**config.mk**
```make
export PLATFORM = sky130hd
export DESIGN_NAME = udrc_reset_control
export DESIGN_NICKNAME = d
export VERILOG_FILES = /design/src/hdl/udrc_pkg.sv /design/src/hdl/udrc_reset_sync.sv /design/src/hdl/udrc_reset_control.sv
export VERILOG_INCLUDE_DIRS = /design/src /design/src/hdl
export SDC_FILE = /design/constraint.sdc
export NUM_CORES = 1
export LEC_CHECK = 0
export ABC_CLOCK_PERIOD_IN_PS = 4300
export BUFFER_PORTS_ARGS = -buffer_cell sky130_fd_sc_hd__buf_4
export CORE_MARGIN = 1.5
export CORE_UTILIZATION = 29
export CTS_CLUSTER_DIAMETER = 40
export DETAILED_ROUTE_END_ITERATION = 8
export GPL_TIMING_DRIVEN = 0
export PLACE_DENSITY_LB_ADDON = 0.08
export SLEW_MARGIN = 20
export SYNTH_ARGS = -nofsm -noshare
export SYNTH_HDL_FRONTEND = slang
export SYNTH_SLANG_ARGS = --single-unit
```
**constraint.sdc**
```tcl
create_clock -name clk_sys -period 4.3 [get_ports clk_sys]
set_clock_uncertainty 0.2 [all_clocks]
set_input_delay 0.645 -clock clk_sys [delete_from_list [all_inputs] [get_ports clk_sys]]
set_output_delay 0.645 -clock clk_sys [all_outputs]
set_load 0.005 [all_outputs]
```
**src/hdl/udrc_map.svh**
```systemverilog
// Register offsets, field positions, reset values and timing counts of the reset controller.
`ifndef UDRC_MAP_SVH
`define UDRC_MAP_SVH

// ------------------------------------------------------------
// Register map
// ------------------------------------------------------------
`define UDRC_PROC_CS_ADDR      16'h7F92
`define UDRC_PROC_HOLD_BIT     0
`define UDRC_CLK_OE_BIT        1
`define UDRC_PROC_CS_LOW_RST   4'h3

// ------------------------------------------------------------
// Reset values
// ------------------------------------------------------------
`define UDRC_ZERO8_RST         8'h00
`define UDRC_USB_CS_RST        8'h04
`define UDRC_OWNERSHIP_BIT     1
`define UDRC_BULK_IN_VAL_RST   8'h57
`define UDRC_BULK_OUT_VAL_RST  8'h55
`define UDRC_ISO_VAL_RST       8'h07
`define UDRC_OUT_ARMED_CS      8'h02
`define UDRC_BREAK_BIT         3
`define UDRC_LOAD_MARKER       8'hB2

// ------------------------------------------------------------
// Timing
// ------------------------------------------------------------
`define UDRC_CLK_MHZ           100
`define UDRC_BUS_RESET_MS      10
`define UDRC_BUS_RESET_CYC     (`UDRC_BUS_RESET_MS * 1000 * `UDRC_CLK_MHZ)

`endif

```
**src/hdl/udrc_pkg.sv**
```systemverilog
// Types shared by the reset controller modules.
`default_nettype none
package udrc_pkg;

   typedef enum logic [1:0]
   {
      UDRC_BOOT_PROBE,
      UDRC_BOOT_LOAD,
      UDRC_BOOT_DONE
   } udrc_boot_state_t;

   // Host or processor write toward the processor control register.
   typedef struct packed
   {
      logic        valid;
      logic [15:0] addr;
      logic [7:0]  data;
   } udrc_wr_t;

   // Snapshot of the USB resources that the resets shape.
   typedef struct packed
   {
      logic [7:0] bulkInCs;
      logic [7:0] bulkOutCs;
      logic [7:0] stall;
      logic [7:0] toggle;
      logic [7:0] usb_control_status;
      logic [7:0] funcAddr;
      logic [7:0] bulkInValid;
      logic [7:0] bulkOutValid;
      logic [7:0] isoInValid;
      logic [7:0] isoOutValid;
      logic [7:0] pairing;
      logic [7:0] breakAutovec;
      logic [7:0] irqEnable;
      logic [7:0] irqPending;
      logic [7:0] portConfig;
      logic [7:0] portOe;
      logic [7:0] configSel;
      logic [7:0] altSetting;
   } udrc_state_t;

endpackage
`default_nettype wire

```
**src/hdl/udrc_reset_sync.sv**
```systemverilog
// Two-stage synchroniser for release of the reset pin.
`timescale 1ns/1ns
`default_nettype none

module udrc_reset_sync
(
   // Clock
   input  wire logic clk_sys,
   // Pin level, high while reset is forced
   input  wire logic resetPin,
   // Synchronised chip reset, high while active
   output var  logic chipReset
);

   logic stage1_r;

   // ------------------------------------------------------------
   // Release synchroniser
   // ------------------------------------------------------------
   // Assertion takes effect at the next edge; release waits two edges.
   always_ff @(posedge clk_sys)
   begin
      stage1_r  <= resetPin;
      chipReset <= stage1_r | resetPin;
   end

endmodule

`default_nettype wire

```
**src/hdl/udrc_reset_control.sv**
```systemverilog
// Reset sequencing of the USB peripheral controller.
//
// Contract
// RULE1 - Hold core in reset until PLL locks.
// RULE2 - Reset pin forces full reset; oscillator runs.
// RULE3 - Clock output runs at power and reset.
// RULE4 - Suspended after reset: clock stops until wake.
// RULE5 - Only processor clears clock output enable.
// RULE6 - Control register resets to rev and 0011.
// RULE7 - Ports reset to plain inputs.
// RULE8 - Interrupt enables and requests cleared.
// RULE9 - Endpoints unarmed; NAK while processor held.
// RULE10 - Release arms every bulk OUT endpoint; the code arms only those set in bulkOutValid.
// RULE11 - Toggles and function address cleared.
// RULE12 - USB status: ownership 0, disconnect drive 1.
// RULE13 - Endpoint valid registers load default sets.
// RULE14 - No pairing; iso zero reply cleared.
// RULE15 - Breakpoint, autovector, configuration, alternate cleared.
// RULE16 - Host writes zero to release processor.
// RULE17 - EEPROM marker load ends with release write.
// RULE18 - External code without EEPROM auto releases.
// RULE19 - Host writing one re-holds processor.
// RULE20 - Processor reset: disable interrupts, clear break.
// RULE21 - Bus reset: interrupt, unarm IN, clear state.
// RULE22 - Reset pin release synchronised to clock.
`timescale 1ns/1ns
`default_nettype none
`include "udrc_map.svh"

module udrc_reset_control
   import udrc_pkg::*;
#(
   parameter logic [3:0] REVISION      = 4'h1,   // Arbitrary value.
   parameter int         BUS_RESET_CYC = `UDRC_BUS_RESET_CYC
)
(
   // Clock and pins
   input  wire logic        clk_sys,
   input  wire logic        rst_b,
   input  wire logic        resetPin,
   input  wire logic        pllLocked,
   input  wire logic        wakeRequestPin_b,
   input  wire logic        externalCodeSelect,
   // USB line state
   input  wire logic        suspended,
   input  wire logic        busActivity,
   input  wire logic        se0,
   // Host register writes through endpoint zero
   input  wire udrc_wr_t    hostWr,
   // Processor register writes
   input  wire udrc_wr_t    procWr,
   // Boot EEPROM loader
   input  wire logic        eepromPresent,
   input  wire logic        eepromByteValid,
   input  wire logic [7:0]  eepromByte,
   input  wire logic        eepromLast,
   // Endpoint events from the USB engine
   input  wire logic [7:0]  bulkOutArmSet,
   input  wire logic [7:0]  bulkOutDisarm,
   input  wire logic [7:0]  irqSet,
   // Outputs
   output var  logic        coreReset,
   output var  logic        procReset,
   output var  logic        clockOutputGate,
   output var  logic        nakAllBulk,
   output var  logic        busResetIrq,
   output var  logic        ramWriteEn,
   output var  logic [7:0]  ramWriteData,
   output var  logic [7:0]  procControlStatus,
   output var  udrc_state_t usbState
);

   // A zero count would raise the bus reset interrupt on the first SE0 cycle.
   if (BUS_RESET_CYC < 1)
   begin
      $error("BUS_RESET_CYC must be at least one");
   end

   logic             chipReset;
   logic             porActive;
   logic             procHold_r;
   logic             clockEnable_r;
   logic             clockStopped_r;
   logic             procHoldPrev_r;
   logic [31:0]      se0Count_r;
   logic             busResetSeen_r;
   udrc_boot_state_t bootState_r;
   logic             bootFirst_r;

   // ------------------------------------------------------------
   // Power-on reset
   // ------------------------------------------------------------
   // RULE22 synchronised release
   udrc_reset_sync u_sync
   (
      .clk_sys   (clk_sys),
      .resetPin  (resetPin),
      .chipReset (chipReset)
   );

   // RULE1 RULE2 RULE3 one reset
   // Power-up and the reset pin merge; the PLL is never reset here.
   assign porActive = !rst_b | chipReset | !pllLocked;

   function automatic logic regHit(input udrc_wr_t wr);
      return wr.valid && (wr.addr == `UDRC_PROC_CS_ADDR);
   endfunction

   // ------------------------------------------------------------
   // Boot loader
   // ------------------------------------------------------------
   // RULE17 marker detect
   always_ff @(posedge clk_sys)
   begin
      if (porActive)
      begin
         bootState_r  <= UDRC_BOOT_PROBE;
         bootFirst_r  <= 1'b1;
         ramWriteEn   <= 1'b0;
         ramWriteData <= `UDRC_ZERO8_RST;
      end
      else
      begin
         ramWriteEn   <= 1'b0;
         ramWriteData <= eepromByte;
         unique case (bootState_r)
            UDRC_BOOT_PROBE:
            begin
               if (!eepromPresent)
                  bootState_r <= UDRC_BOOT_DONE;
               else if (eepromByteValid)
               begin
                  bootFirst_r <= 1'b0;
                  bootState_r <= (eepromByte == `UDRC_LOAD_MARKER) ? UDRC_BOOT_LOAD : UDRC_BOOT_DONE;
               end
            end
            UDRC_BOOT_LOAD:
            begin
               if (eepromByteValid)
               begin
                  ramWriteEn <= !eepromLast;
                  if (eepromLast)
                     bootState_r <= UDRC_BOOT_DONE;
               end
            end
            UDRC_BOOT_DONE:
               bootFirst_r <= bootFirst_r;
         endcase
      end
   end

   // ------------------------------------------------------------
   // Processor hold
   // ------------------------------------------------------------
   logic bootRelease;
   logic autoRelease;

   // RULE17 final write of zero
   assign bootRelease = (bootState_r == UDRC_BOOT_LOAD) && eepromByteValid && eepromLast;
   // RULE18 external code release
   assign autoRelease = (bootState_r == UDRC_BOOT_PROBE) && externalCodeSelect
                        && (!eepromPresent || (eepromByteValid && eepromByte != `UDRC_LOAD_MARKER));

   always_ff @(posedge clk_sys)
   begin
      if (porActive)
         // RULE6 hold at reset
         procHold_r <= 1'b1;
      // RULE16 RULE19 host writes
      else if (regHit(hostWr))
         procHold_r <= hostWr.data[`UDRC_PROC_HOLD_BIT];
      else if (bootRelease || autoRelease)
         procHold_r <= 1'b0;
   end

   // ------------------------------------------------------------
   // Clock output
   // ------------------------------------------------------------
   // RULE5 processor-only enable
   always_ff @(posedge clk_sys)
   begin
      if (porActive)
         clockEnable_r <= 1'b1;
      else if (regHit(procWr))
         clockEnable_r <= procWr.data[`UDRC_CLK_OE_BIT];
   end

   // RULE4 suspend stop
   // Resume and wake take priority, so a wake is never lost to a standing suspend.
   always_ff @(posedge clk_sys)
   begin
      if (porActive)
         clockStopped_r <= 1'b0;
      else if (busActivity || !wakeRequestPin_b)
         clockStopped_r <= 1'b0;
      else if (suspended)
         clockStopped_r <= 1'b1;
   end

   // RULE3 RULE4 RULE5 gate
   always_ff @(posedge clk_sys)
   begin
      if (porActive)
         clockOutputGate <= 1'b1;
      else
         clockOutputGate <= clockEnable_r && !clockStopped_r;
   end

   // ------------------------------------------------------------
   // Bus reset detect
   // ------------------------------------------------------------
   // RULE21 SE0 timing
   // The counter saturates and busResetSeen_r stays set, so one long SE0 raises the interrupt only once.
   always_ff @(posedge clk_sys)
   begin
      if (porActive || !se0)
      begin
         se0Count_r     <= '0;
         busResetSeen_r <= 1'b0;
         busResetIrq    <= 1'b0;
      end
      else
      begin
         busResetIrq <= 1'b0;
         if (se0Count_r < 32'(BUS_RESET_CYC))
            se0Count_r <= se0Count_r + 32'd1;
         else if (!busResetSeen_r)
         begin
            busResetSeen_r <= 1'b1;
            busResetIrq    <= 1'b1;
         end
      end
   end

   // ------------------------------------------------------------
   // USB resources
   // ------------------------------------------------------------
   logic procRelease;
   logic procEnter;
   // The previous hold starts high, so the first cycle after reset does not raise procEnter.
   assign procRelease = procHoldPrev_r && !procHold_r;
   assign procEnter   = !procHoldPrev_r && procHold_r;

   always_ff @(posedge clk_sys)
   begin
      if (porActive)
         procHoldPrev_r <= 1'b1;
      else
         procHoldPrev_r <= procHold_r;
   end

   always_ff @(posedge clk_sys)
   begin
      if (porActive)
      begin
         // RULE7 ports inputs
         usbState.portConfig   <= `UDRC_ZERO8_RST;
         usbState.portOe       <= `UDRC_ZERO8_RST;
         // RULE8 interrupts cleared
         usbState.irqEnable    <= `UDRC_ZERO8_RST;
         usbState.irqPending   <= `UDRC_ZERO8_RST;
         // RULE9 endpoints unarmed
         usbState.bulkInCs     <= `UDRC_ZERO8_RST;
         usbState.bulkOutCs    <= `UDRC_ZERO8_RST;
         usbState.stall        <= `UDRC_ZERO8_RST;
         // RULE11 toggles and address
         usbState.toggle       <= `UDRC_ZERO8_RST;
         usbState.funcAddr     <= `UDRC_ZERO8_RST;
         // RULE12 status default
         usbState.usb_control_status        <= `UDRC_USB_CS_RST;
         // RULE13 valid defaults
         usbState.bulkInValid  <= `UDRC_BULK_IN_VAL_RST;
         usbState.bulkOutValid <= `UDRC_BULK_OUT_VAL_RST;
         usbState.isoInValid   <= `UDRC_ISO_VAL_RST;
         usbState.isoOutValid  <= `UDRC_ISO_VAL_RST;
         // RULE14 no pairing
         usbState.pairing      <= `UDRC_ZERO8_RST;
         // RULE15 break and configuration
         usbState.breakAutovec <= `UDRC_ZERO8_RST;
         usbState.configSel    <= `UDRC_ZERO8_RST;
         usbState.altSetting   <= `UDRC_ZERO8_RST;
      end
      else
      begin
         // Engine events set pending bits; set wins over nothing here.
         usbState.irqPending <= usbState.irqPending | irqSet;
         usbState.bulkOutCs  <= (usbState.bulkOutCs & ~bulkOutDisarm)
                                | (bulkOutArmSet & {8{`UDRC_OUT_ARMED_CS != 8'h00}});
         // RULE18 ownership to processor
         if (autoRelease)
            usbState.usb_control_status[`UDRC_OWNERSHIP_BIT] <= 1'b1;
         // RULE20 processor reset effects
         if (procEnter)
         begin
            usbState.irqEnable                   <= `UDRC_ZERO8_RST;
            usbState.breakAutovec[`UDRC_BREAK_BIT] <= 1'b0;
         end
         // RULE9 unarmed while held
         if (procHold_r)
         begin
            usbState.bulkInCs  <= `UDRC_ZERO8_RST;
            usbState.bulkOutCs <= `UDRC_ZERO8_RST;
         end
         // RULE10 arm OUT on release
         else if (procRelease)
            usbState.bulkOutCs <= usbState.bulkOutValid;
         // RULE21 bus reset effects
         if (busResetIrq)
         begin
            usbState.irqPending[0] <= 1'b1;
            usbState.bulkInCs      <= `UDRC_ZERO8_RST;
            usbState.toggle        <= `UDRC_ZERO8_RST;
            usbState.funcAddr      <= `UDRC_ZERO8_RST;
            usbState.configSel     <= `UDRC_ZERO8_RST;
            usbState.altSetting    <= `UDRC_ZERO8_RST;
         end
      end
   end

   // ------------------------------------------------------------
   // Outputs
   // ------------------------------------------------------------
   always_ff @(posedge clk_sys)
   begin
      coreReset         <= porActive;
      procReset         <= porActive | procHold_r;
      // RULE9 NAK while held
      nakAllBulk        <= porActive | procHold_r;
      // RULE6 readback
      // The reset branch stops stale hold and enable bits showing in the first reset cycle.
      if (porActive)
         procControlStatus <= {REVISION, `UDRC_PROC_CS_LOW_RST};
      else
         procControlStatus <= {REVISION, 2'b00, clockEnable_r, procHold_r};
   end

endmodule

`default_nettype wire

```
==> flow_summary_export.csv, run 1 <==
group,metric,value,unit
floorplan,initial_utilization,29.64,%
timing,layout_setup_ws,1.970,ns
yosys,avgSynthCellArea,8.703,sq um
grt,first_global_vias,2890,
route,postRouteAntennaNets,0,
place,port_buffers,112,
clocking,clock_path_buffers,2,
yosys,ys_warn_count,0,
timing,setup_viol,0,
clocking,cts.repair.resized,0,
yosys,postSynthCellCount,428,
setup_path,crit_slowest_cell,"a211o_1",
timing,hold_viol,0,
route,drc,0,
timing,report.final.slew_viol_count,0,
floorplan,die_h,116.3,um
timing,setup_tns,0,ns
floorplan,die_area,13530,sq um
clocking,clock_latency,0.33,ns
finish,final_cell_mix,"247 x buf_4, 133 x conb_1, 72 x dfxtp_1, 44 x nor2_1",
flow_run,max_cap_viol_count,0,
setup_path,critPathLaunchType,"register",
timing,worst_pin_slew,0.6649,ns
route,vias,3189,
yosys,syn-cell-area,3725,sq um
clocking,htree_levels,3,
grt,antenna_found_initial,0,
worst_hold_path,hold_path.class,"reg -> reg",
setup_path,path_max_fanout,10,
finish,fin_nets,777,
timing,min_period_over_period,54.19,%
yosys,ys_seq_area_share,38.70,%
route,wirelength,8.686,mm
yosys,synthDistinctLibCells,44,
clocking,cts_sinks,72,
floorplan,core_area,12570,sq um
finish,area_growth,48.91,%
grt,grt_pass1_wl,13.52,mm
timing,post-route-min-period,2.330,ns
clocking,cts_setup_buffers,0,
timing,fmax,429.1,MHz
route,first_pass_iters,4,
finish,regArea,1441,sq um
finish,multi_input_area,1669,sq um
setup_path,cp_data_arrival_time,2.38,ns
finish,layout_commonest_cell,"buf_4",
run_status,status,"completed",
clocking,numCtsBuffers,9,
clocking,cts_tree,"built",
route,drt_iter0_drc,49,
yosys,ys_seq_elements,72,
setup_path,cp_cell_sequence,"nor4_1 -> nand3_2 -> a211o_1 -> buf_2 -> or3_1 -> a21oi_1",
timing,maxSlewHeadroom,55.67,%
finish,drive_above_1_share,39.50,%
setup_path,critPathMaxStageDelay,0.43,ns
timing,rsz0062_at_grt,"no",
power,ir_worst_vdd,160.4,uV
grt,grt_max_degree,12,
clocking,cts_root_buffer,"clkbuf_16",
grt,globalRouteOverflowTotal,0,
place,routabilityCongestion,0.7399,
setup_path,required,4.35,ns
clocking,clkTransAtPathRegs,0.06,ns
setup_path,path_class,"reg -> reg",
floorplan,num_rows,41,
setup_path,end_kind,"register",
place,place_ws,1.671,ns
power,power_density,280.2,nW/um^2
place,dpl.hpwl,7.193,mm
clocking,postCtsHoldBufs,0,
route,via_per_inst,3.717,
route,wl_per_cell,10.12,um
finish,diodes,0,
floorplan,die_width,116.3,um
grt,grt_usage,13.08,%
finish,nFillCells,1266,
power,p_leak,2.859,nW
floorplan,io_pins,260,
power breakdown:
| part | leakage [nW] | internal [W] | total [W] | switching (W) |
|---|---|---|---|---|
| combinational | 2.14 | 0.000133 | 0.000201 | 0.0000676 |
| clock | 0.134 | 0.000416 | 0.000679 | 0.000262 |
| sequential | 0.582 | 0.000672 | 0.000674 | 0.00000216 |
metrics by stage:
step	hold slack (ns)	cells	utilization, %	total power (W)	cell area, sq um
final	0.2169	858	44.13	0.001554	5547
after CTS	0.2121	858	44.13	0.001571	5547
after global routing	0.2106	858	44.13	0.001633	5547
after floorplan	0.1895	559	-	0.0008196	4217
after detailed placement	0.2030	843	41.95	0.0008850	5273
after global placement	0.2094	843	41.95	0.0008832	5273
cell usage after synthesis, drive strengths merged:
cell / n / area share [%]
buf: 140 / 28
dfxtp: 72 / 39
nor2: 44 / 4.4
a21oi: 15 / 2.0
and3: 15 / 2.5
inv: 13 / 1.3
nand2: 12 / 1.2
nand3: 11 / 1.7
and2: 9 / 1.5
o21ai: 9 / 1.2
xnor2: 9 / 2.1
a211oi: 8 / 1.6
clkbuf: 6 / 0.60
or3: 6 / 1.0
nand3b: 5 / 1.0
nand4: 5 / 0.84
nor3: 5 / 0.67
nor4: 5 / 1.0
nor4b: 5 / 1.2
a2111oi: 4 / 0.94
nand2b: 4 / 0.67
and4: 3 / 0.71
a211o: 2 / 0.47
conb: 2 / 0.20
mux2i: 2 / 0.54
nand4b: 2 / 0.47
o31ai: 2 / 0.54
or2: 2 / 0.34
a21boi: 1 / 0.20
a31o: 1 / 0.24
and3b: 1 / 0.24
and4b: 1 / 0.27
ha: 1 / 0.34
o211a: 1 / 0.27
o211ai: 1 / 0.20
o21a: 1 / 0.20
or4: 1 / 0.20
or4b: 1 / 0.27
xor2: 1 / 0.24
layer usage:
| layer | wire [um] | share of wire, % | global-route usage [%] | vias to the layer above |
|---|---|---|---|---|
| met2 | 4504 | 52 | 24.00 | 145 |
| li1 | - | - | - | 1675 |
| met5 | 0 | 0 | 0 | - |
| met1 | 3356 | 39 | 13.88 | 1357 |
| met4 | 182 | 2.1 | 5.935 | 0 |
| met3 | 642 | 7.4 | 3.736 | 12 |
state kept, by name, summed over array words and instances (netlist names), 2 cells and up:
name and count:
bootState_r 2, procControlStatus 2, ramWriteData 8, se0Count_r 32, usbState 17
path summary, 6_finish.rpt:
kind                         from          endpoint  slack (ns)  depth (start not counted)
setup / recovery   se0Count_r[21]    se0Count_r[13]        1.97                          6
hold / removal    u_sync.stage1_r  u_sync.chipReset        0.22                          1
setup reg to reg   se0Count_r[21]    se0Count_r[13]        1.97                          6
hold reg to reg   u_sync.stage1_r  u_sync.chipReset        0.22                          1
worst max-delay path: cells and delay by family (launching register included):
family,cells,cell delay (ns)
buffers and inverters,1,0.22
AND/OR/NAND/NOR,3,0.97
AO/OA/AOI/OAI,2,0.57
flip-flops,1,0.31
logic make-up after synthesis:
family,count (synthesis),share of synthesized area [%]
other,2,0.2016
DFF,72,38.70
buffers and inverters,159,29.69
adders and majority gates,1,0.3359
muxes,2,0.5375
AOI/OAI and AO/OA,45,7.894
xor gates and xnor gates,10,2.352
and+or+nand+nor,137,20.29
layout make-up:
type / count / share of cell area, %
plain buffers: 146 / 19.06
clock buffers: 12 / 4.624
clock inverters: 3 / 0.3158
inverters: 13 / 0.8798
multi-input cells: 328 / 30.09
flip-flops and latches: 72 / 25.99
well taps: 172 / 3.880
repair buffers: 112 / 15.16
Note: power is estimated with default switching activity, not from simulation.
==> run 2, diff against run 1 <==
--- a/config.mk
+++ b/config.mk
@@ -6,7 +6,8 @@
 export SDC_FILE = /design/constraint.sdc
 export NUM_CORES = 1
 export LEC_CHECK = 0
-export ABC_CLOCK_PERIOD_IN_PS = 4300
+export ABC_AREA = 1
+export ABC_CLOCK_PERIOD_IN_PS = 2400
 export BUFFER_PORTS_ARGS = -buffer_cell sky130_fd_sc_hd__buf_4
 export CORE_MARGIN = 1.5
 export CORE_UTILIZATION = 29
==> constraint.sdc (replaced) <==
create_clock -name clk_sys -period 2.4 [get_ports clk_sys]
set_clock_uncertainty 0.2 [all_clocks]
set_input_delay 0.36 -clock clk_sys [delete_from_list [all_inputs] [get_ports clk_sys]]
set_output_delay 0.36 -clock clk_sys [all_outputs]
set_load 0.005 [all_outputs]
==> flow_summary_export.csv, run 2 <==
group,metric,value,unit
run_status,status,"completed",
yosys,ys.flop_type,"dfxtp_1",
timing,post-route-min-period,1.814,ns
power,power_density,520.7,nW/um^2
route,via_per_inst,3.697,
worst_hold_path,hold_path.class,"in -> reg",
setup_path,worstSetupEndpoint,"se0Count_r[18]",
yosys,yosysTopAreaCell,"dfxtp_1",
yosys,syn-cell-area,4110,sq um
setup_path,end_kind,"register",
setup_path,critPathMaxStageDelay,0.39,ns
finish,area_growth,47.18,%
timing,maxSlewHeadroom,61.44,%
route,drc,0,
yosys,synthDistinctLibCells,33,
clocking,htree_levels,3,
finish,drive_above_1_share,35.55,%
clocking,numCtsBuffers,9,
power,ir_worst_vdd,263.0,uV
setup_path,critPathLaunchType,"register",
timing,min_period_over_period,75.57,%
place,port_buffers,112,
clocking,cts_sinks,72,
yosys,ys_warn_count,0,
grt,top_usage_layer,"met2",
floorplan,core_area,13880,sq um
setup_path,rrSetupSlack,0.59,ns
grt,grt_pass1_wl,14.46,mm
place,dpl.hpwl,7.726,mm
grt,globalRouteOverflowTotal,0,
clocking,clkTransAtPathRegs,0.06,ns
setup_path,path_class,"reg -> reg",
power,p_leak,3.107,nW
power,total_power,0.003150,W
setup_path,timing.rr.start,"se0Count_r[0]",
setup_path,crit_slowest_cell,"dfxtp_1",
floorplan,io_pins,260,
finish,final_cell_mix,"248 x buf_4, 133 x conb_1, 82 x nor2_1, 72 x dfxtp_1, 69 x nand2_1",
place,placed_area,5668,sq um
setup_path,critical_path_depth,9,
grt,grtUsageMet1,13.53,%
route,vias,3671,
clocking,cts_root_buffer,"clkbuf_16",
finish,reg_top3,"se0Count_r x32, usbState x17, ramWriteData x8",
yosys,postSynthCellCount,551,
floorplan,num_rows,43,
grt,grt_max_degree,15,
setup_path,worstReg2RegEnd,"se0Count_r[18]",
grt,use_met2,23.31,%
yosys,ys_seq_area_share,35.07,%
setup_path,reg2reg_depth,9,
finish,fin_nets,903,
grt,antenna_found_initial,0,
clocking,clock_latency,0.34,ns
timing,fmax,551.4,MHz
floorplan,die_width,122.1,um
setup_path,path_max_fanout,5,
yosys,synth_area_leaders,"dfxtp_1 35%, buf_4 25%, nor2_1 7.5%, nand2_1 6.3%, inv_1 5.9%",
timing,setup_tns,0,ns
yosys,ys_seq_elements,72,
setup_path,cp.buffers_inverters,2,
floorplan,die_area,14900,sq um
finish,largest_register_ffs,32,
clocking,cts_tree,"built",
yosys,synth_top_area_share,35.07,%
grt,grt_usage,12.49,%
yosys,yosys-top-cells-count,"136 x buf_4, 82 x nor2_1, 72 x dfxtp_1, 69 x nand2_1, 65 x inv_1",
finish,fin_area,6050,sq um
yosys,synthArstFlopShare,0,%
timing,report.final.slew_viol_count,0,
place,routabilityCongestion,0.9015,
setup_path,cp_data_arrival_time,1.89,ns
timing,worst_pin_slew,0.5783,ns
setup_path,cp_cell_sequence,"ha_1 -> nand3_1 -> inv_1 -> nand3b_1 -> nor3_1 -> nand3_1 -> nand2_1 -> inv_1 -> nor2_1",
clocking,cts.repair.resized,0,
grt,first_global_vias,3096,
route,postRouteAntennaNets,0,
route,wl_per_cell,9.542,um
setup_path,required,2.47,ns
route,first_pass_iters,4,
grt,use_met3,2.154,%
finish,layout_commonest_cell,"buf_4",
route,wirelength,9.475,mm
clocking,clock_path_buffers,2,
finish,diodes,0,
route,drt_iter0_drc,118,
yosys,synth-edff-count,0,
flow_run,max_cap_viol_count,0,
timing,hold_viol,0,
floorplan,initial_utilization,29.61,%
setup_path,critPathTopFamily,"simple AND/OR/NAND/NOR gates",
finish,top_register,"se0Count_r",
floorplan,die_h,122.1,um
yosys,synth.most_common_cell,"buf_4",
setup_path,setup.worst_path.start,"se0Count_r[0]",
yosys,avgSynthCellArea,7.460,sq um
timing,setup_viol,0,
timing,rsz0062_at_grt,"no",
[run 2: cell types whose count changed after synthesis, moves of 9 or more]
cell / before / now
and3_1: 15 / 0
nand4_1: 5 / 14
nand2_1: 12 / 69
a21oi_1: 15 / 29
inv_1: 13 / 65
nand3_1: 9 / 22
and2_1: 9 / 0
nor2_1: 44 / 82
[run 2: worst min-delay path by stage]
stage                    startpoint                to  slack, ns  depth (start not counted)
global route          eepromByte[1]   ramWriteData[1]       0.03                          3
CTS                       irqSet[0]      usbState[32]       0.02                          3
detailed placement  u_sync.stage1_r  u_sync.chipReset       0.20                          1
global placement    u_sync.stage1_r  u_sync.chipReset       0.20                          1
finish                    irqSet[0]      usbState[32]       0.03                          3
floorplan                  resetPin   u_sync.stage1_r       0.19                          0
[run 2: cell families (layout without fill, tap and decap cells)]
logic type | after synthesis | in the layout | synth area share, %
adder cells (fa/ha/maj) | 1 | 1 | 0.3044
other | 2 | 133 | 0.1827
AO/OA/AOI/OAI | 43 | 43 | 5.906
flip-flops | 72 | 72 | 35.07
AND/OR/NAND/NOR | 213 | 213 | 23.74
buffers and inverters | 210 | 341 | 32.66
XOR/XNOR | 10 | 10 | 2.131
[run 2: tightest hold or removal path, stage by stage]
cell	delay, ns
buf_4	0.08
o31ai_1	0.06
inv_1	0.04
[run 2: final cells by class]
class | instances | area [sq um]
fill | 1452 | 7831
multi-input combinational | 400 | 1818
sequential | 72 | 1441
buffer | 145 | 1099
timing repair buffer | 115 | 870.8
inverter | 65 | 244.0
clock buffer | 9 | 225.2
tap | 180 | 225.2
clock inverter | 7 | 126.4
[run 2: timing repair]
item / 4_1_cts / 5_1_grt
setup buffers: 0 / 0
hold buffers: 3 / 0
endpoints found under the hold margin: 3 / 0
[run 2: report_power, final]
part | switching, W | internal, W | total (W)
clock | 0.000545 | 0.00103 | 0.00157
combinational | 0.000129 | 0.000242 | 0.000370
sequential | 0.00000360 | 0.00120 | 0.00121
total | 0.000678 | 0.00247 | 0.00315
[run 2: stage by stage]
stage	std cells	worst slack, ns	utilization [%]	hold WS, ns
finish	993	0.5863	43.58	0.03112
global route	993	0.4038	43.58	0.03233
CTS	993	0.5857	43.58	0.02354
detailed placement	974	0.3835	40.83	0.1967
global placement	974	0.3989	40.83	0.1965
floorplan	682	0.8560	-	0.1877
[run 2: routing by layer]
layer / vias to the layer above / wire (um) / share of wire [%]
li1: 1963 / - / -
met1: 1546 / 3650 / 39
met2: 148 / 4890 / 52
met3: 14 / 746 / 7.9
met4: 0 / 187 / 2.0
met5: - / 0 / 0
